**src/core/rps_pkg.sv**
```systemverilog
// Notes on behaviour
// - local request starts guard; received messages ignored meanwhile
// - guard timer always runs to expiry
// - owner sends NR with RB on restore expiry
// - restore timer only in revertive mode
// - block wait equals guard plus five seconds
// - owner waits block timer after clearing commands
// - port failure reported only after hold-off recheck
// - owner keeps protection link blocked when idle
// - owner unblocks protection link on ring failure
// - neighbour also blocks its link end
// - exactly one ring link blocked at once, two when one node fails on both ports
// - revertive restore blocks protection link again
// - non-revertive keeps using protection link
// - failure switching completes well under 50ms
// - six independent rings with own state
// - control vlan created per ring, ring ports
// - version one block drops all vlans
// - version two block drops instance vlans only
// - instance holds control vlan, assignable to ring
// - each ring port controlled by one ring
// - every ring keeps its own message channel
// - guard 10 to 2000 ms, default 500
// - restore 5 to 720 s, default 300
// - hold-off 0 to 10000 ms, default 0
// - reject instance with mismatching control vlan
`default_nettype none
package rps_pkg;
  // ring and instance counts
  localparam int NRING = 6;
  localparam int NINST = 3;
  // clock and time base
  localparam int CLK_NS = 10;
  localparam int MS_NS  = 1000000;
  localparam int MS_CYC = MS_NS / CLK_NS;
  localparam logic [19:0] MS_PER_S = 20'h003e8;
  localparam logic [12:0] WTB_EXTRA_MS = 13'h1388;
  // timer limits and reset values
  localparam logic [10:0] GRD_MIN = 11'h00a;
  localparam logic [10:0] GRD_MAX = 11'h7d0;
  localparam logic [10:0] GRD_RST = 11'h1f4;
  localparam logic [9:0]  WTR_MIN = 10'h005;
  localparam logic [9:0]  WTR_MAX = 10'h2d0;
  localparam logic [9:0]  WTR_RST = 10'h12c;
  localparam logic [13:0] HLD_MAX = 14'h2710;
  localparam logic [13:0] HLD_RST = 14'h0000;
  // register offsets inside a ring block, ring stride 16 bytes
  localparam logic [3:0] OFS_CFG = 4'h0;
  localparam logic [3:0] OFS_TMA = 4'h4;
  localparam logic [3:0] OFS_TMB = 4'h8;
  localparam logic [3:0] OFS_CMD = 4'hc;
  // field positions in the timer word
  localparam int GRD_LSB = 0;
  localparam int WTR_LSB = 16;
  // node roles
  localparam logic [1:0] ROLE_NORM  = 2'h0;
  localparam logic [1:0] ROLE_OWNER = 2'h1;
  localparam logic [1:0] ROLE_NEIGH = 2'h2;
  // request codes of ring messages
  localparam logic [1:0] REQ_NR = 2'h0;
  localparam logic [1:0] REQ_SF = 2'h1;
  localparam logic [1:0] REQ_MS = 2'h2;
  localparam logic [1:0] REQ_FS = 2'h3;
  // ring configuration word, bit 0 is en
  typedef struct packed {
    logic [11:0] cvlan;
    logic [1:0]  inst;
    logic        ver2;
    logic        revert;
    logic        rpl_r;
    logic [1:0]  role;
    logic        en;
  } rps_cfg_t;
  localparam rps_cfg_t CFG_RST = '0;
  // command word, bit 0 is fs
  typedef struct packed {
    logic eclr;
    logic clr;
    logic side;
    logic ms;
    logic fs;
  } rps_cmd_t;
  // ring message
  typedef struct packed {
    logic [1:0] req;
    logic       rb;
  } rps_msg_t;
  // blocking scope for the forwarding filter
  typedef struct packed {
    logic       all;
    logic [1:0] inst;
  } rps_scope_t;
  // protection states
  typedef enum logic [4:0] {
    ST_IDLE = 5'h01,
    ST_PROT = 5'h02,
    ST_MS   = 5'h04,
    ST_FS   = 5'h08,
    ST_PEND = 5'h10
  } rps_st_t;
  // status word
  typedef struct packed {
    logic       err;
    logic [1:0] rep;
    logic       wait_to_block_timer;
    logic       wtr;
    logic       grd;
    logic [1:0] blk;
    rps_st_t    st;
  } rps_stat_t;
endpackage
`default_nettype wire

```
**src/core/rps_ctrl.sv**
```systemverilog
// The address map and the plain strobed port were chosen for this implementation.
`timescale 1ns/1ps
`default_nettype none
// millisecond down counter with reload on start
module rps_tmr #(
  parameter int W = 8
) (
  // clock and reset
  input  wire logic         ref_clk,
  input  wire logic         rst,
  // control
  input  wire logic         tick,
  input  wire logic         start,
  input  wire logic         stop,
  input  wire logic [W-1:0] val,
  // state
  output logic              run,
  output logic              done
);
  logic [W-1:0] cnt;  // remaining ms
  logic         arm;  // waiting for the first tick after start

  // load, count and expire; never expires short of the loaded ms
  always_ff @(posedge ref_clk) begin
    if (rst) begin
      cnt  <= '0;
      arm  <= 1'b0;
      run  <= 1'b0;
      done <= 1'b0;
    end else begin
      done <= 1'b0;
      if (start) begin
        cnt <= val;
        arm <= 1'b1;
        run <= 1'b1;
      end else if (stop) begin
        run <= 1'b0;
      end else if (run && cnt == '0) begin
        run  <= 1'b0;
        done <= 1'b1;
      end else if (run && tick && arm) begin
        arm <= 1'b0;  // partial first ms is not counted
      end else if (run && tick) begin
        cnt <= cnt - 1'b1;
      end
    end
  end
endmodule

// ring protection control for all rings of the node
module rps_ctrl
  import rps_pkg::*;
#(
  parameter int MS_CYC_P = rps_pkg::MS_CYC
) (
  // clock and reset
  input  wire logic                                 ref_clk,
  input  wire logic                                 rst,
  // register port
  input  wire logic [7:0]                           addr,
  input  wire logic [31:0]                          wdata,
  input  wire logic                                 wr,
  input  wire logic                                 rd,
  output logic [31:0]                               rdata_q,
  // port fault pins, one pair per ring
  input  wire logic [rps_pkg::NRING-1:0]            flt_l,
  input  wire logic [rps_pkg::NRING-1:0]            flt_r,
  // received messages, one channel per ring
  input  wire logic [rps_pkg::NRING-1:0]            rx_vld,
  input  wire rps_pkg::rps_msg_t [rps_pkg::NRING-1:0] rx_msg,
  // sent messages
  output logic [rps_pkg::NRING-1:0]                 tx_vld_q,
  output rps_pkg::rps_msg_t                         tx_msg_q [rps_pkg::NRING],
  // port blocking, bit 0 left, bit 1 right
  output logic [1:0]                                blk_q [rps_pkg::NRING],
  output rps_pkg::rps_scope_t                       scope_q [rps_pkg::NRING],
  // created control vlan, zero when ring is off
  output logic [11:0]                               cvlan_q [rps_pkg::NRING]
);
  import rps_pkg::*;

  rps_cfg_t             cfg_q [NRING];     // ring configuration
  logic [10:0]          grd_q [NRING];     // guard ms
  logic [9:0]           wtr_q [NRING];     // restore s
  logic [13:0]          hld_q [NRING];     // hold-off ms
  logic [11:0]          ivl_q [NINST];     // instance control vlan
  rps_stat_t            stat  [NRING];     // status words
  logic [NRING-1:0]     fl_m, fl_s, fr_m, fr_s;  // pin synchronisers
  logic [NRING-1:0]     fl_p, fr_p;        // delayed fault levels
  logic [16:0]          div_q;             // ms divider
  logic                 tick_q;            // ms enable pulse
  rps_cfg_t             wcfg;              // write data as config
  rps_cmd_t             wcmd;              // write data as command
  logic                 wr_bad;            // rejected config write

  assign wcfg = rps_cfg_t'(wdata[19:0]);
  assign wcmd = rps_cmd_t'(wdata[4:0]);

  // config or timer write out of range or vlan mismatch
  always_comb begin
    wr_bad = 1'b0;
    case (addr[3:0])
      OFS_CFG: wr_bad = wcfg.ver2 && wcfg.inst < 2'(NINST)
                        && ivl_q[wcfg.inst] != 12'h000
                        && ivl_q[wcfg.inst] != wcfg.cvlan;
      OFS_TMA: wr_bad = wdata[GRD_LSB +: 11] < GRD_MIN
                     || wdata[GRD_LSB +: 11] > GRD_MAX
                     || wdata[WTR_LSB +: 10] < WTR_MIN
                     || wdata[WTR_LSB +: 10] > WTR_MAX;
      OFS_TMB: wr_bad = wdata[13:0] > HLD_MAX;
      default: wr_bad = 1'b0;
    endcase
  end

  // two synchroniser flip-flops and one delay flip-flop on every fault pin
  always_ff @(posedge ref_clk) begin
    if (rst) begin
      fl_m <= '0;
      fl_s <= '0;
      fr_m <= '0;
      fr_s <= '0;
      fl_p <= '0;
      fr_p <= '0;
    end else begin
      fl_m <= flt_l;
      fl_s <= fl_m;
      fr_m <= flt_r;
      fr_s <= fr_m;
      fl_p <= fl_s;
      fr_p <= fr_s;
    end
  end

  // common millisecond tick
  always_ff @(posedge ref_clk) begin
    if (rst) begin
      div_q  <= '0;
      tick_q <= 1'b0;
    end else begin
      tick_q <= (div_q == 17'(MS_CYC_P - 1));
      div_q  <= (div_q == 17'(MS_CYC_P - 1)) ? '0 : div_q + 1'b1;
    end
  end

  // instance table writes, one word per instance from 0x80
  always_ff @(posedge ref_clk) begin
    if (rst) begin
      for (int i = 0; i < NINST; i++) ivl_q[i] <= 12'h000;
    end else if (wr && addr[7] && addr[6:2] < 5'(NINST)) begin
      ivl_q[addr[3:2]] <= wdata[11:0];
    end
  end

  // read data one cycle after the strobe
  always_ff @(posedge ref_clk) begin
    if (rst) begin
      rdata_q <= '0;
    end else begin
      rdata_q <= '0;  // unmapped reads as zero
      if (rd && addr[7]) begin
        if (addr[6:2] < 5'(NINST)) rdata_q <= {20'h0, ivl_q[addr[3:2]]};
      end else if (rd && addr[6:4] < 3'(NRING)) begin
        case (addr[3:0])
          OFS_CFG: rdata_q <= {12'h0, cfg_q[addr[6:4]]};
          OFS_TMA: rdata_q <= {6'h0, wtr_q[addr[6:4]], 5'h0, grd_q[addr[6:4]]};
          OFS_TMB: rdata_q <= {18'h0, hld_q[addr[6:4]]};
          OFS_CMD: rdata_q <= {19'h0, stat[addr[6:4]]};
          default: rdata_q <= '0;
        endcase
      end
    end
  end

  // one independent control process per ring
  for (genvar g = 0; g < NRING; g++) begin : g_ring
    logic       sel;                  // this ring addressed
    logic       fs_p, ms_p, clr_p;    // command pulses
    logic       side;                 // command port
    logic       err_q;                // sticky write error
    logic [1:0] flt, flt_p;           // synchronised faults
    logic [1:0] hdone;                // hold-off expiry
    logic [1:0] rep_q, rep_d;         // reported failures
    logic       newrep, lreq, rx_ok;  // events
    logic       own, rpl_node;        // role decode
    logic [1:0] protection_link;                  // protection link port
    logic       grd_run, wtr_run, wtb_run, wtr_done, wtb_done;
    logic       wtr_go, wtb_go, tmr_stop;
    logic       loc_q, side_q, loc_n, side_n;  // local command
    logic       tx_p;                 // send request
    rps_msg_t   tmsg;                 // message to send
    rps_st_t    st_q, st_d;           // protection state
    logic [1:0] blk_d;                // next blocking

    assign sel   = !addr[7] && addr[6:4] == 3'(g);
    assign fs_p  = wr && sel && addr[3:0] == OFS_CMD && wcmd.fs;
    assign ms_p  = wr && sel && addr[3:0] == OFS_CMD && wcmd.ms;
    assign clr_p = wr && sel && addr[3:0] == OFS_CMD && wcmd.clr;
    assign side  = wcmd.side;
    assign flt   = {fr_s[g], fl_s[g]};
    assign flt_p = {fr_p[g], fl_p[g]};
    assign own      = cfg_q[g].role == ROLE_OWNER;
    assign rpl_node = cfg_q[g].role != ROLE_NORM;
    assign protection_link      = cfg_q[g].rpl_r ? 2'b10 : 2'b01;

    // ring register writes, rejected writes set the error
    always_ff @(posedge ref_clk) begin
      if (rst) begin
        cfg_q[g] <= CFG_RST;
        grd_q[g] <= GRD_RST;
        wtr_q[g] <= WTR_RST;
        hld_q[g] <= HLD_RST;
        err_q    <= 1'b0;
      end else begin
        if (wr && sel && !wr_bad) begin
          case (addr[3:0])
            OFS_CFG: cfg_q[g] <= wcfg;
            OFS_TMA: begin
              grd_q[g] <= wdata[GRD_LSB +: 11];
              wtr_q[g] <= wdata[WTR_LSB +: 10];
            end
            OFS_TMB: hld_q[g] <= wdata[13:0];
            default: ;
          endcase
        end
        // set wins over clear
        if (wr && sel && wr_bad) err_q <= 1'b1;
        else if (wr && sel && addr[3:0] == OFS_CMD && wcmd.eclr) err_q <= 1'b0;
      end
    end

    // hold-off per port, restarted on each new fault
    for (genvar p = 0; p < 2; p++) begin : g_port
      rps_tmr #(.W(14)) u_hold (
        .ref_clk (ref_clk),
        .rst     (rst),
        .tick    (tick_q),
        .start   (flt[p] && !flt_p[p]),
        .stop    (!flt[p]),
        .val     (hld_q[g]),
        .run     (),
        .done    (hdone[p])
      );
    end

    // report only when the fault outlives the hold-off
    assign rep_d  = flt & (rep_q | hdone);
    assign newrep = |(rep_d & ~rep_q);
    assign lreq   = cfg_q[g].en && (newrep || fs_p || ms_p);
    assign rx_ok  = rx_vld[g] && !grd_run;

    rps_tmr #(.W(11)) u_grd (
      .ref_clk (ref_clk),
      .rst     (rst),
      .tick    (tick_q),
      .start   (lreq),
      .stop    (1'b0),
      .val     (grd_q[g]),
      .run     (grd_run),
      .done    ()
    );
    rps_tmr #(.W(20)) u_wtr (
      .ref_clk (ref_clk),
      .rst     (rst),
      .tick    (tick_q),
      .start   (wtr_go),
      .stop    (tmr_stop),
      .val     (20'(wtr_q[g]) * MS_PER_S),
      .run     (wtr_run),
      .done    (wtr_done)
    );
    rps_tmr #(.W(13)) u_wtb (
      .ref_clk (ref_clk),
      .rst     (rst),
      .tick    (tick_q),
      .start   (wtb_go),
      .stop    (tmr_stop),
      .val     (13'(grd_q[g]) + WTB_EXTRA_MS),
      .run     (wtb_run),
      .done    (wtb_done)
    );

    // next state, messages and timer starts
    always_comb begin
      st_d     = st_q;
      tx_p     = 1'b0;
      tmsg     = '0;
      wtr_go   = 1'b0;
      wtb_go   = 1'b0;
      tmr_stop = 1'b0;
      if (!cfg_q[g].en) begin
        st_d     = ST_IDLE;
        tmr_stop = 1'b1;
      end else if (newrep) begin
        st_d     = ST_PROT;
        tx_p     = 1'b1;
        tmsg.req = REQ_SF;
        tmr_stop = 1'b1;
      end else if (fs_p || (ms_p && st_q != ST_FS && st_q != ST_PROT)) begin
        st_d     = fs_p ? ST_FS : ST_MS;
        tx_p     = 1'b1;
        tmsg.req = fs_p ? REQ_FS : REQ_MS;
        tmr_stop = 1'b1;
      end else begin
        case (st_q)
          ST_IDLE: begin
            if (rx_ok && rx_msg[g].req == REQ_SF) st_d = ST_PROT;
            else if (rx_ok && rx_msg[g].req == REQ_FS) st_d = ST_FS;
            else if (rx_ok && rx_msg[g].req == REQ_MS) st_d = ST_MS;
          end
          ST_PROT: begin
            if (rx_ok && rx_msg[g].req == REQ_FS) begin
              st_d = ST_FS;
            end else if (rep_q != 2'b00 && rep_d == 2'b00) begin
              st_d     = ST_PEND;
              tx_p     = 1'b1;
              tmsg.req = REQ_NR;
              wtr_go   = own && cfg_q[g].revert;
            end else if (rep_q == 2'b00 && rx_ok
                         && rx_msg[g].req == REQ_NR) begin
              st_d   = ST_PEND;
              wtr_go = own && cfg_q[g].revert;
            end
          end
          ST_MS, ST_FS: begin
            if (clr_p && loc_q) begin
              st_d     = ST_PEND;
              tx_p     = 1'b1;
              tmsg.req = REQ_NR;
              wtb_go   = own;
            end else if (rx_ok && rx_msg[g].req == REQ_FS) begin
              st_d = ST_FS;
            end else if (!loc_q && rx_ok && rx_msg[g].req == REQ_NR) begin
              st_d   = ST_PEND;
              wtb_go = own;
            end
          end
          ST_PEND: begin
            if (rx_ok && rx_msg[g].req != REQ_NR) begin
              tmr_stop = 1'b1;
              case (rx_msg[g].req)
                REQ_SF:  st_d = ST_PROT;
                REQ_FS:  st_d = ST_FS;
                default: st_d = ST_MS;
              endcase
            end else if (wtr_done || wtb_done) begin
              st_d     = ST_IDLE;
              tx_p     = 1'b1;
              tmsg.req = REQ_NR;
              tmsg.rb  = 1'b1;
            end else if (!own && rx_ok && rx_msg[g].rb) begin
              st_d = ST_IDLE;
            end
          end
          default: st_d = ST_IDLE;
        endcase
      end
    end

    // local command ownership follows the state
    always_comb begin
      loc_n  = loc_q;
      side_n = side_q;
      if (fs_p || ms_p) begin
        loc_n  = 1'b1;
        side_n = side;
      end else if (st_d != ST_FS && st_d != ST_MS) begin
        loc_n = 1'b0;
      end
    end

    // blocked ports: protection link, failed ports (both when both fail) or forced or manually switched port
    always_comb begin
      case (st_d)
        ST_IDLE: blk_d = (cfg_q[g].en && rpl_node) ? protection_link : 2'b00;
        ST_PROT: blk_d = rep_d;
        ST_MS, ST_FS: blk_d = loc_n ? (side_n ? 2'b10 : 2'b01) : 2'b00;
        ST_PEND: blk_d = blk_q[g];
        default: blk_d = 2'b00;
      endcase
    end

    // state and local command flops
    always_ff @(posedge ref_clk) begin
      if (rst) begin
        st_q   <= ST_IDLE;
        rep_q  <= 2'b00;
        loc_q  <= 1'b0;
        side_q <= 1'b0;
      end else begin
        st_q   <= st_d;
        rep_q  <= rep_d;
        loc_q  <= loc_n;
        side_q <= side_n;
      end
    end

    // outputs of this ring only
    always_ff @(posedge ref_clk) begin
      if (rst) begin
        blk_q[g]    <= 2'b00;
        scope_q[g]  <= '0;
        tx_vld_q[g] <= 1'b0;
        tx_msg_q[g] <= '0;
        cvlan_q[g]  <= 12'h000;
      end else begin
        blk_q[g]         <= blk_d;
        scope_q[g].all   <= !cfg_q[g].ver2;
        scope_q[g].inst  <= cfg_q[g].inst;
        tx_vld_q[g]      <= tx_p;
        tx_msg_q[g]      <= tmsg;
        cvlan_q[g]       <= cfg_q[g].en ? cfg_q[g].cvlan : 12'h000;
      end
    end

    assign stat[g] = '{err: err_q, rep: rep_q, wait_to_block_timer: wtb_run, wtr: wtr_run,
                       grd: grd_run, blk: blk_q[g], st: st_q};

  end
endmodule
`default_nettype wire

```
**config.mk**
```make
export PLATFORM = sky130hd
export DESIGN_NAME = rps_ctrl
export DESIGN_NICKNAME = d
export VERILOG_FILES = /design/src/core/rps_pkg.sv /design/src/core/rps_ctrl.sv
export SDC_FILE = /design/constraint.sdc
export NUM_CORES = 2
export LEC_CHECK = 0
export ABC_CLOCK_PERIOD_IN_PS = 4600
export BUFFER_PORTS_ARGS = -buffer_cell sky130_fd_sc_hd__buf_2
export CAP_MARGIN = 20
export CORE_ASPECT_RATIO = 1.2
export CORE_UTILIZATION = 57
export DETAILED_ROUTE_END_ITERATION = 7
export HOLD_SLACK_MARGIN = 0.02
export PLACE_DENSITY = 0.74
export SYNTH_ARGS = -nofsm -noshare
export SYNTH_HDL_FRONTEND = slang
export SYNTH_SLANG_ARGS = --single-unit
```
**constraint.sdc**
```tcl
create_clock -name ref_clk -period 4.6 [get_ports ref_clk]
set_clock_uncertainty 0.15 [all_clocks]
set_input_delay 0.23 -clock ref_clk [delete_from_list [all_inputs] [get_ports ref_clk]]
set_output_delay 0.23 -clock ref_clk [all_outputs]
set_load 0.1 [all_outputs]
```
=== Word level (Yosys, flattened, before mapping) ===
Memories as Yosys holds them, arrays and structs flattened.
Cells that the tools add are included.

* Output and inout port bits: 158
* Memories kept: 5
* Logic and storage cells: 2021
* Bits in registers: 788
* Input bits: 80
* RAM bits: 366

{| class="wikitable"
|+ Memory list
! memory !! depth !! bits a word !! rd ports !! clocked after Yosys merged registers in !! wr ports !! line !! source
|-
| cfg_q || 6 || 20 || 7 || 0 || 6 || rps_ctrl.sv:82 || <nowiki>rps_cfg_t cfg_q [NRING];</nowiki>
|-
| hld_q || 6 || 14 || 7 || 0 || 6 || rps_ctrl.sv:85 || <nowiki>logic [13:0] hld_q [NRING];</nowiki>
|-
| grd_q || 6 || 11 || 7 || 0 || 6 || rps_ctrl.sv:83 || <nowiki>logic [10:0] grd_q [NRING];</nowiki>
|-
| wtr_q || 6 || 10 || 7 || 0 || 6 || rps_ctrl.sv:84 || <nowiki>logic [9:0] wtr_q [NRING];</nowiki>
|-
| ivl_q || 3 || 12 || 2 || 0 || 3 || rps_ctrl.sv:86 || <nowiki>logic [11:0] ivl_q [NINST];</nowiki>
|}

* Magnitude comparators: 9
* Muxes and demuxes: 817
* Equality and inequality tests: 202
* Bitwise logic cells: 91
* $add $sub $neg: 37
* Reductions and logical operators: 647
* Multipliers: 6

{| class="wikitable"
|+ Operator list
! operator !! count
|-
| $mux W14 || 66
|-
| $mux W20 || 36
|-
| $mux W1 || 489
|-
| $mux W5 || 90
|-
| $mux W13 || 32
|-
| $mux W11 || 30
|-
| $logic_and A1 B1 Y1 || 277
|-
| $reduce_bool A2 Y1 || 102
|-
| $logic_not A14 Y1 || 12
|-
| $sub A14 B1 Y14 const B || 12
|-
| $logic_not A20 Y1 || 6
|-
| $ne A2 B1 Y1 const B || 60
|-
| $pmux W5 S4 || 6
|-
| $reduce_and A4 Y1 || 30
|-
| $sub A20 B1 Y20 const B || 6
|-
| $pmux W26 S4 || 1
|-
| $mul A10 B7 Y17 const B || 6
|-
| $reduce_and A3 Y1 || 30
|-
| $add A11 B13 Y13 const B || 6
|-
| $logic_not A13 Y1 || 6
|-
| $sub A13 B1 Y13 const B || 6
|-
| $reduce_or A3 Y1 || 24
|-
| $logic_not A11 Y1 || 6
|-
| $sub A11 B1 Y11 const B || 6
|-
| other kinds (57) || 464
|}

=== Depth between registers and ports, before layout ===
An unclocked memory read counts as a cell.

* Depth in word-level cells: 18
* Depth in mapped cells: 14
* Mapped depth without buffers: 14

=== Hierarchy ===
A second synthesis with hierarchy kept.

* Cells, all modules: 7612
* Area, all modules: 72533.3 µm²

{| class="wikitable"
|+ By module, submodules not included
! module !! times used !! cells each !! area each (µm²) !! seq. area each (µm²)
|-
| rps_ctrl || 1 || 3694 || 39756.9 || 16676.0
|-
| rps_tmr (g_ring[0].g_port[0].u_hold ...) || 12 || 138 || 1127.3 || 340.3
|-
| rps_tmr (g_ring[0].u_wtr ...) || 6 || 160 || 1360.1 || 460.4
|-
| rps_tmr (g_ring[0].u_wtb ...) || 6 || 116 || 998.5 || 320.3
|-
| rps_tmr (g_ring[0].u_grd ...) || 6 || 101 || 849.6 || 280.3
|}

=== Least setup slack after synthesis ===
Ideal clock, no wire load.

* Path kind: flip-flop to flip-flop
* Start: mem wtr_q[1][2]
* End: reg g_ring[1].u_wtr.cnt[18]
* Clock period less this slack: 4.472 ns
* Stages on the path, launching flop included: 15
* Arrival: 4.236 ns
* Library setup time: 0.086 ns
* Path buffers: 0
* Required time: 4.364 ns
* Path slack: 0.128 ns
* Cell sequence: edfxtp_1 fa_1 inv_1 fa_1 inv_1 fa_1 fa_1 ha_1 o21a_1 or2_2 a31oi_1 o21ai_0 a31oi_1 xor2_1 a211oi_1

{| class="wikitable"
|+ RTL lines
! element !! line !! source
|-
| start: declaration || rps_ctrl.sv:84 ||
|-
| end signal: assignment || rps_ctrl.sv:33 || <nowiki>cnt <= val;</nowiki>
|-
| end signal: assignment || rps_ctrl.sv:44 || <nowiki>cnt <= cnt - 1'b1;</nowiki>
|-
| end: declaration || rps_ctrl.sv:20 || <nowiki>logic [W-1:0] cnt;</nowiki>
|}

==> qor.txt <==
Status -> complete, but fails checks
Failing checks -> design-rule violations
Clk root buf -> clkbuf_16
Setup CP Type -> flop to flop
Ys async rst share -> 0%
Post-Synth XOR/XNOR Area -> 5.33%
Commonest cells in the netlist -> 869 x nor2_1, 782 x dfxtp_1, 478 x nand2_1
P&R area growth vs syn -> 12.8%
Area leader, netlist -> dfxtp_1
Fill cell count -> 9285
Met2 Use GR -> 54.9%
EDFF count, synth -> 378
Endpoint class of the critical path -> flop
Number of buffers added on ports -> 225
FF+latch count, synth -> 1160
Combinational share of power -> 25.6%
Total gr overflow -> 0
Clock sinks -> 1160
Synth Area in Compound Gates -> 14.0%
Gr busiest metal -> met2
Achievable clock frequency -> 219 MHz
Die Footprint -> 0.118 mm2
Routed WL -> 214000 um
Hold Path Depth -> 3
Core outline area -> 0.115 mm2
Vias in the first global route -> 54100
Met3 usage -> 6.90%
Initial core utilization -> 57.7%
Power Internal -> 0.0194 W
Max-slew headroom -> 19.0%
Register-to-Register Path Depth -> 16
CTS Buf Count -> 114
Worst Max-Slew Pin Slew -> 1210 ps
PnR worst setup slack -> 34.2 ps
Startpoint types -> flop
Layout cells sized above 1 -> 12.1%
Fin. Hold Viols -> 0
Unique masters post-synth -> 101
Pre-antenna DRT Iters -> 8
Primary FF master, synth -> dfxtp_1
Worst Path Required -> 5090 ps
Setup repair after global routing missed its margin -> yes
Die Height -> 375 um
Nets -> 7878
Sw Share -> 31.1%
NetSw -> 0.00875 W
Post-DP HPWL -> 159000 um
GPL Wtd Cong -> 1.01
Post-Syn Instances -> 7033
Final setup vio count -> 0
Cell leakage power -> 28.5 nW
DR vias -> 57300
TritonCTS clock tree -> built
Clock network power share -> 34.6%
Pin count of the biggest net entering global routing -> 133
Final max-slew violation count -> 0
Simple-Gate Fraction of Synth Area -> 19.9%
Clock tree buffer depth -> 3
Syn_area_per_cell -> 9.42 um2
DP Worst Slack -> -23.7 ps
TNS Setup -> 0 ps
Detail Route Antenna Nets -> 0
Multiplexer share of the synthesized area -> 4.72%
H-tree levels -> 3
Drt drc -> 5
I/O pins -> 238
Violation count after the first detailed-route iteration -> 7175
Worst-path fanout max -> 4
Vias per cell -> 6.40
WL per Instance -> 23.9 um
Main combinational cell family by area after synthesis -> simple AND/OR/NAND/NOR gates
Reg power frac -> 39.9%
Mapped Area -> 0.0662 mm2
Period utilization -> 99.3%
Seq/Total Area, Yosys -> 40.8%
Die X -> 313 um
Synth area leaders -> dfxtp_1 24%, edfxtp_1 17%, fa_1 5.4%
Top-area cell type share of the netlist area -> 23.6%
Initial antenna violation count -> 17
Max_cap viols -> 0
Gr usage total -> 35.5%
Worst Path Arrival -> 5050 ps
Worst ir drop on vdd -> 0.334 mV
Met1 Track Usage GR -> 46.5%
Reg clk slew, reported paths -> 70 ps
Hold crit path type -> input pin to flop
First-pass GRT wire length -> 319000 um
Fin crit period -> 4570 ps
Adder-cell share of the synthesized area -> 10.8%
Synth Warn # -> 0
Pwr/cell area -> 377 mW/mm2
Rows -> 136
Clk Latency, worst-skew pair -> 760 ps
Count leader, synth -> nor2_1
## timing repair
item | CTS | global route
hold buffers | 63 | 2
buffers inserted | 0 | 15
pin swaps | 2 | 50
gates cloned | 0 | 0
hold endpoints to repair | 212 | 1
setup endpoints to repair | 8 | 32
resized for setup | 7 | 69
## sequential cells by signal, indices dropped and copies added, names as in the netlist, 26 cells and up
| signal | count |
|---|---|
| g_ring.u_wtb.cnt | 78 |
| rdata_q | 26 |
| wtr_q | 60 |
| cvlan_q | 72 |
| g_ring.u_wtr.cnt | 120 |
| g_ring.st_q | 30 |
| cfg_q | 120 |
| g_ring.u_grd.cnt | 66 |
| hld_q | 84 |
| g_ring.g_port.u_hold.cnt | 168 |
| grd_q | 66 |
| ivl_q | 48 |
## power groups by stage
stage / sequential, W / clock (W) / combinational [W]
after floorplan: 0.0116 / 0 / 0.00464
after global placement: 0.0114 / 0 / 0.00636
after detailed placement: 0.0114 / 0 / 0.00646
after CTS: 0.0112 / 0.00982 / 0.00662
after global routing: 0.0112 / 0.0102 / 0.00791
final: 0.0112 / 0.00973 / 0.00720
## metrics by stage
step | total power, W | hold WS [ps] | cell area [um2] | std cells | util, %
2_1_floorplan | 0.0162 | 179 | 66300 | 7050 | -
3_3_place_gp | 0.0178 | 268 | 69600 | 8647 | 60.6
3_5_place_dp | 0.0179 | 277 | 69600 | 8647 | 60.6
4_1_cts | 0.0276 | 21.7 | 74200 | 8927 | 64.6
5_1_grt | 0.0293 | 24.2 | 74700 | 8953 | 65.0
6_report | 0.0282 | 63.1 | 74700 | 8959 | 65.0
## layout make-up
| cell class | instances | area (um2) | share of cell area [%] |
|---|---|---|---|
| clock inverter | 69 | 704 | 0.943 |
| clock buffer | 148 | 3170 | 4.24 |
| multi-input combinational | 5146 | 36800 | 49.3 |
| inverter | 399 | 1500 | 2.01 |
| antenna | 8 | 20.0 | 0.0268 |
| sequential | 1160 | 27000 | 36.2 |
| tap | 1518 | 1900 | 2.54 |
| timing repair buffer | 511 | 3580 | 4.80 |
## metal layers
| metal | part of all wire [%] | up-vias |
|---|---|---|
| li1 | - | 26000 |
| met1 | 39 | 27800 |
| met2 | 45 | 3001 |
| met3 | 10 | 566 |
| met4 | 6.2 | 8 |
| met5 | 0.025 | - |
## cell families (layout without fill, tap and decap cells)
group,after synthesis,count (layout)
XOR/XNOR,403,403
flip-flops,1160,1160
AND/OR/NAND/NOR,2642,2642
AO/OA/AOI/OAI,1422,1422
buffers and inverters,744,1127
other,1,26
adder cells (fa/ha/maj),466,466
multiplexers,195,195
## worst max-delay path, cell delays in order (launching register included)
cell and delay [ps]:
edfxtp_1 520, buf_6 180, fa_1 510, inv_1 60
fa_1 490, inv_1 50, fa_1 450, fa_1 500
ha_2 280, o21a_1 130, buf_6 120, o211ai_1 260
o2111ai_2 190, a41oi_2 190, xnor2_1 140, nand2_1 70
o2111a_1 180
## cell usage in the layout, fill, tap and decap left out, types with 56 or more instances in the layout
cell type / netlist / final
a211oi_1: 193 / 186
a21oi_1: 367 / 365
a31oi_1: 58 / 56
and2_1: 87 / 87
and3_1: 92 / 92
buf_2: 47 / 222
buf_4: 6 / 210
clkbuf_16: 0 / 118
dfxtp_1: 782 / 781
dlygate4sd3_1: 0 / 65
edfxtp_1: 378 / 378
fa_1: 180 / 179
ha_1: 286 / 278
inv_1: 398 / 397
mux2i_1: 84 / 84
mux4_2: 92 / 92
nand2_1: 478 / 478
nand3_1: 155 / 155
nand4_1: 63 / 63
nor2_1: 869 / 869
nor2b_1: 107 / 106
nor3_1: 237 / 234
nor4_1: 137 / 134
o21ai_0: 321 / 285
or3_1: 93 / 91
or4_1: 57 / 57
xnor2_1: 259 / 259
xor2_1: 144 / 144
## worst paths after layout
check              startpoint                      end  slack (ps)
setup reg to reg  wtr_q[1][4]  g_ring[1].u_wtr.cnt[19]          30
setup / recovery  wtr_q[1][4]  g_ring[1].u_wtr.cnt[19]          30
hold reg to reg       fl_m[4]                  fl_s[4]         290
hold / removal       flt_r[1]                  fr_m[1]          60
No activity file was read; power rests on OpenSTA's default activity.
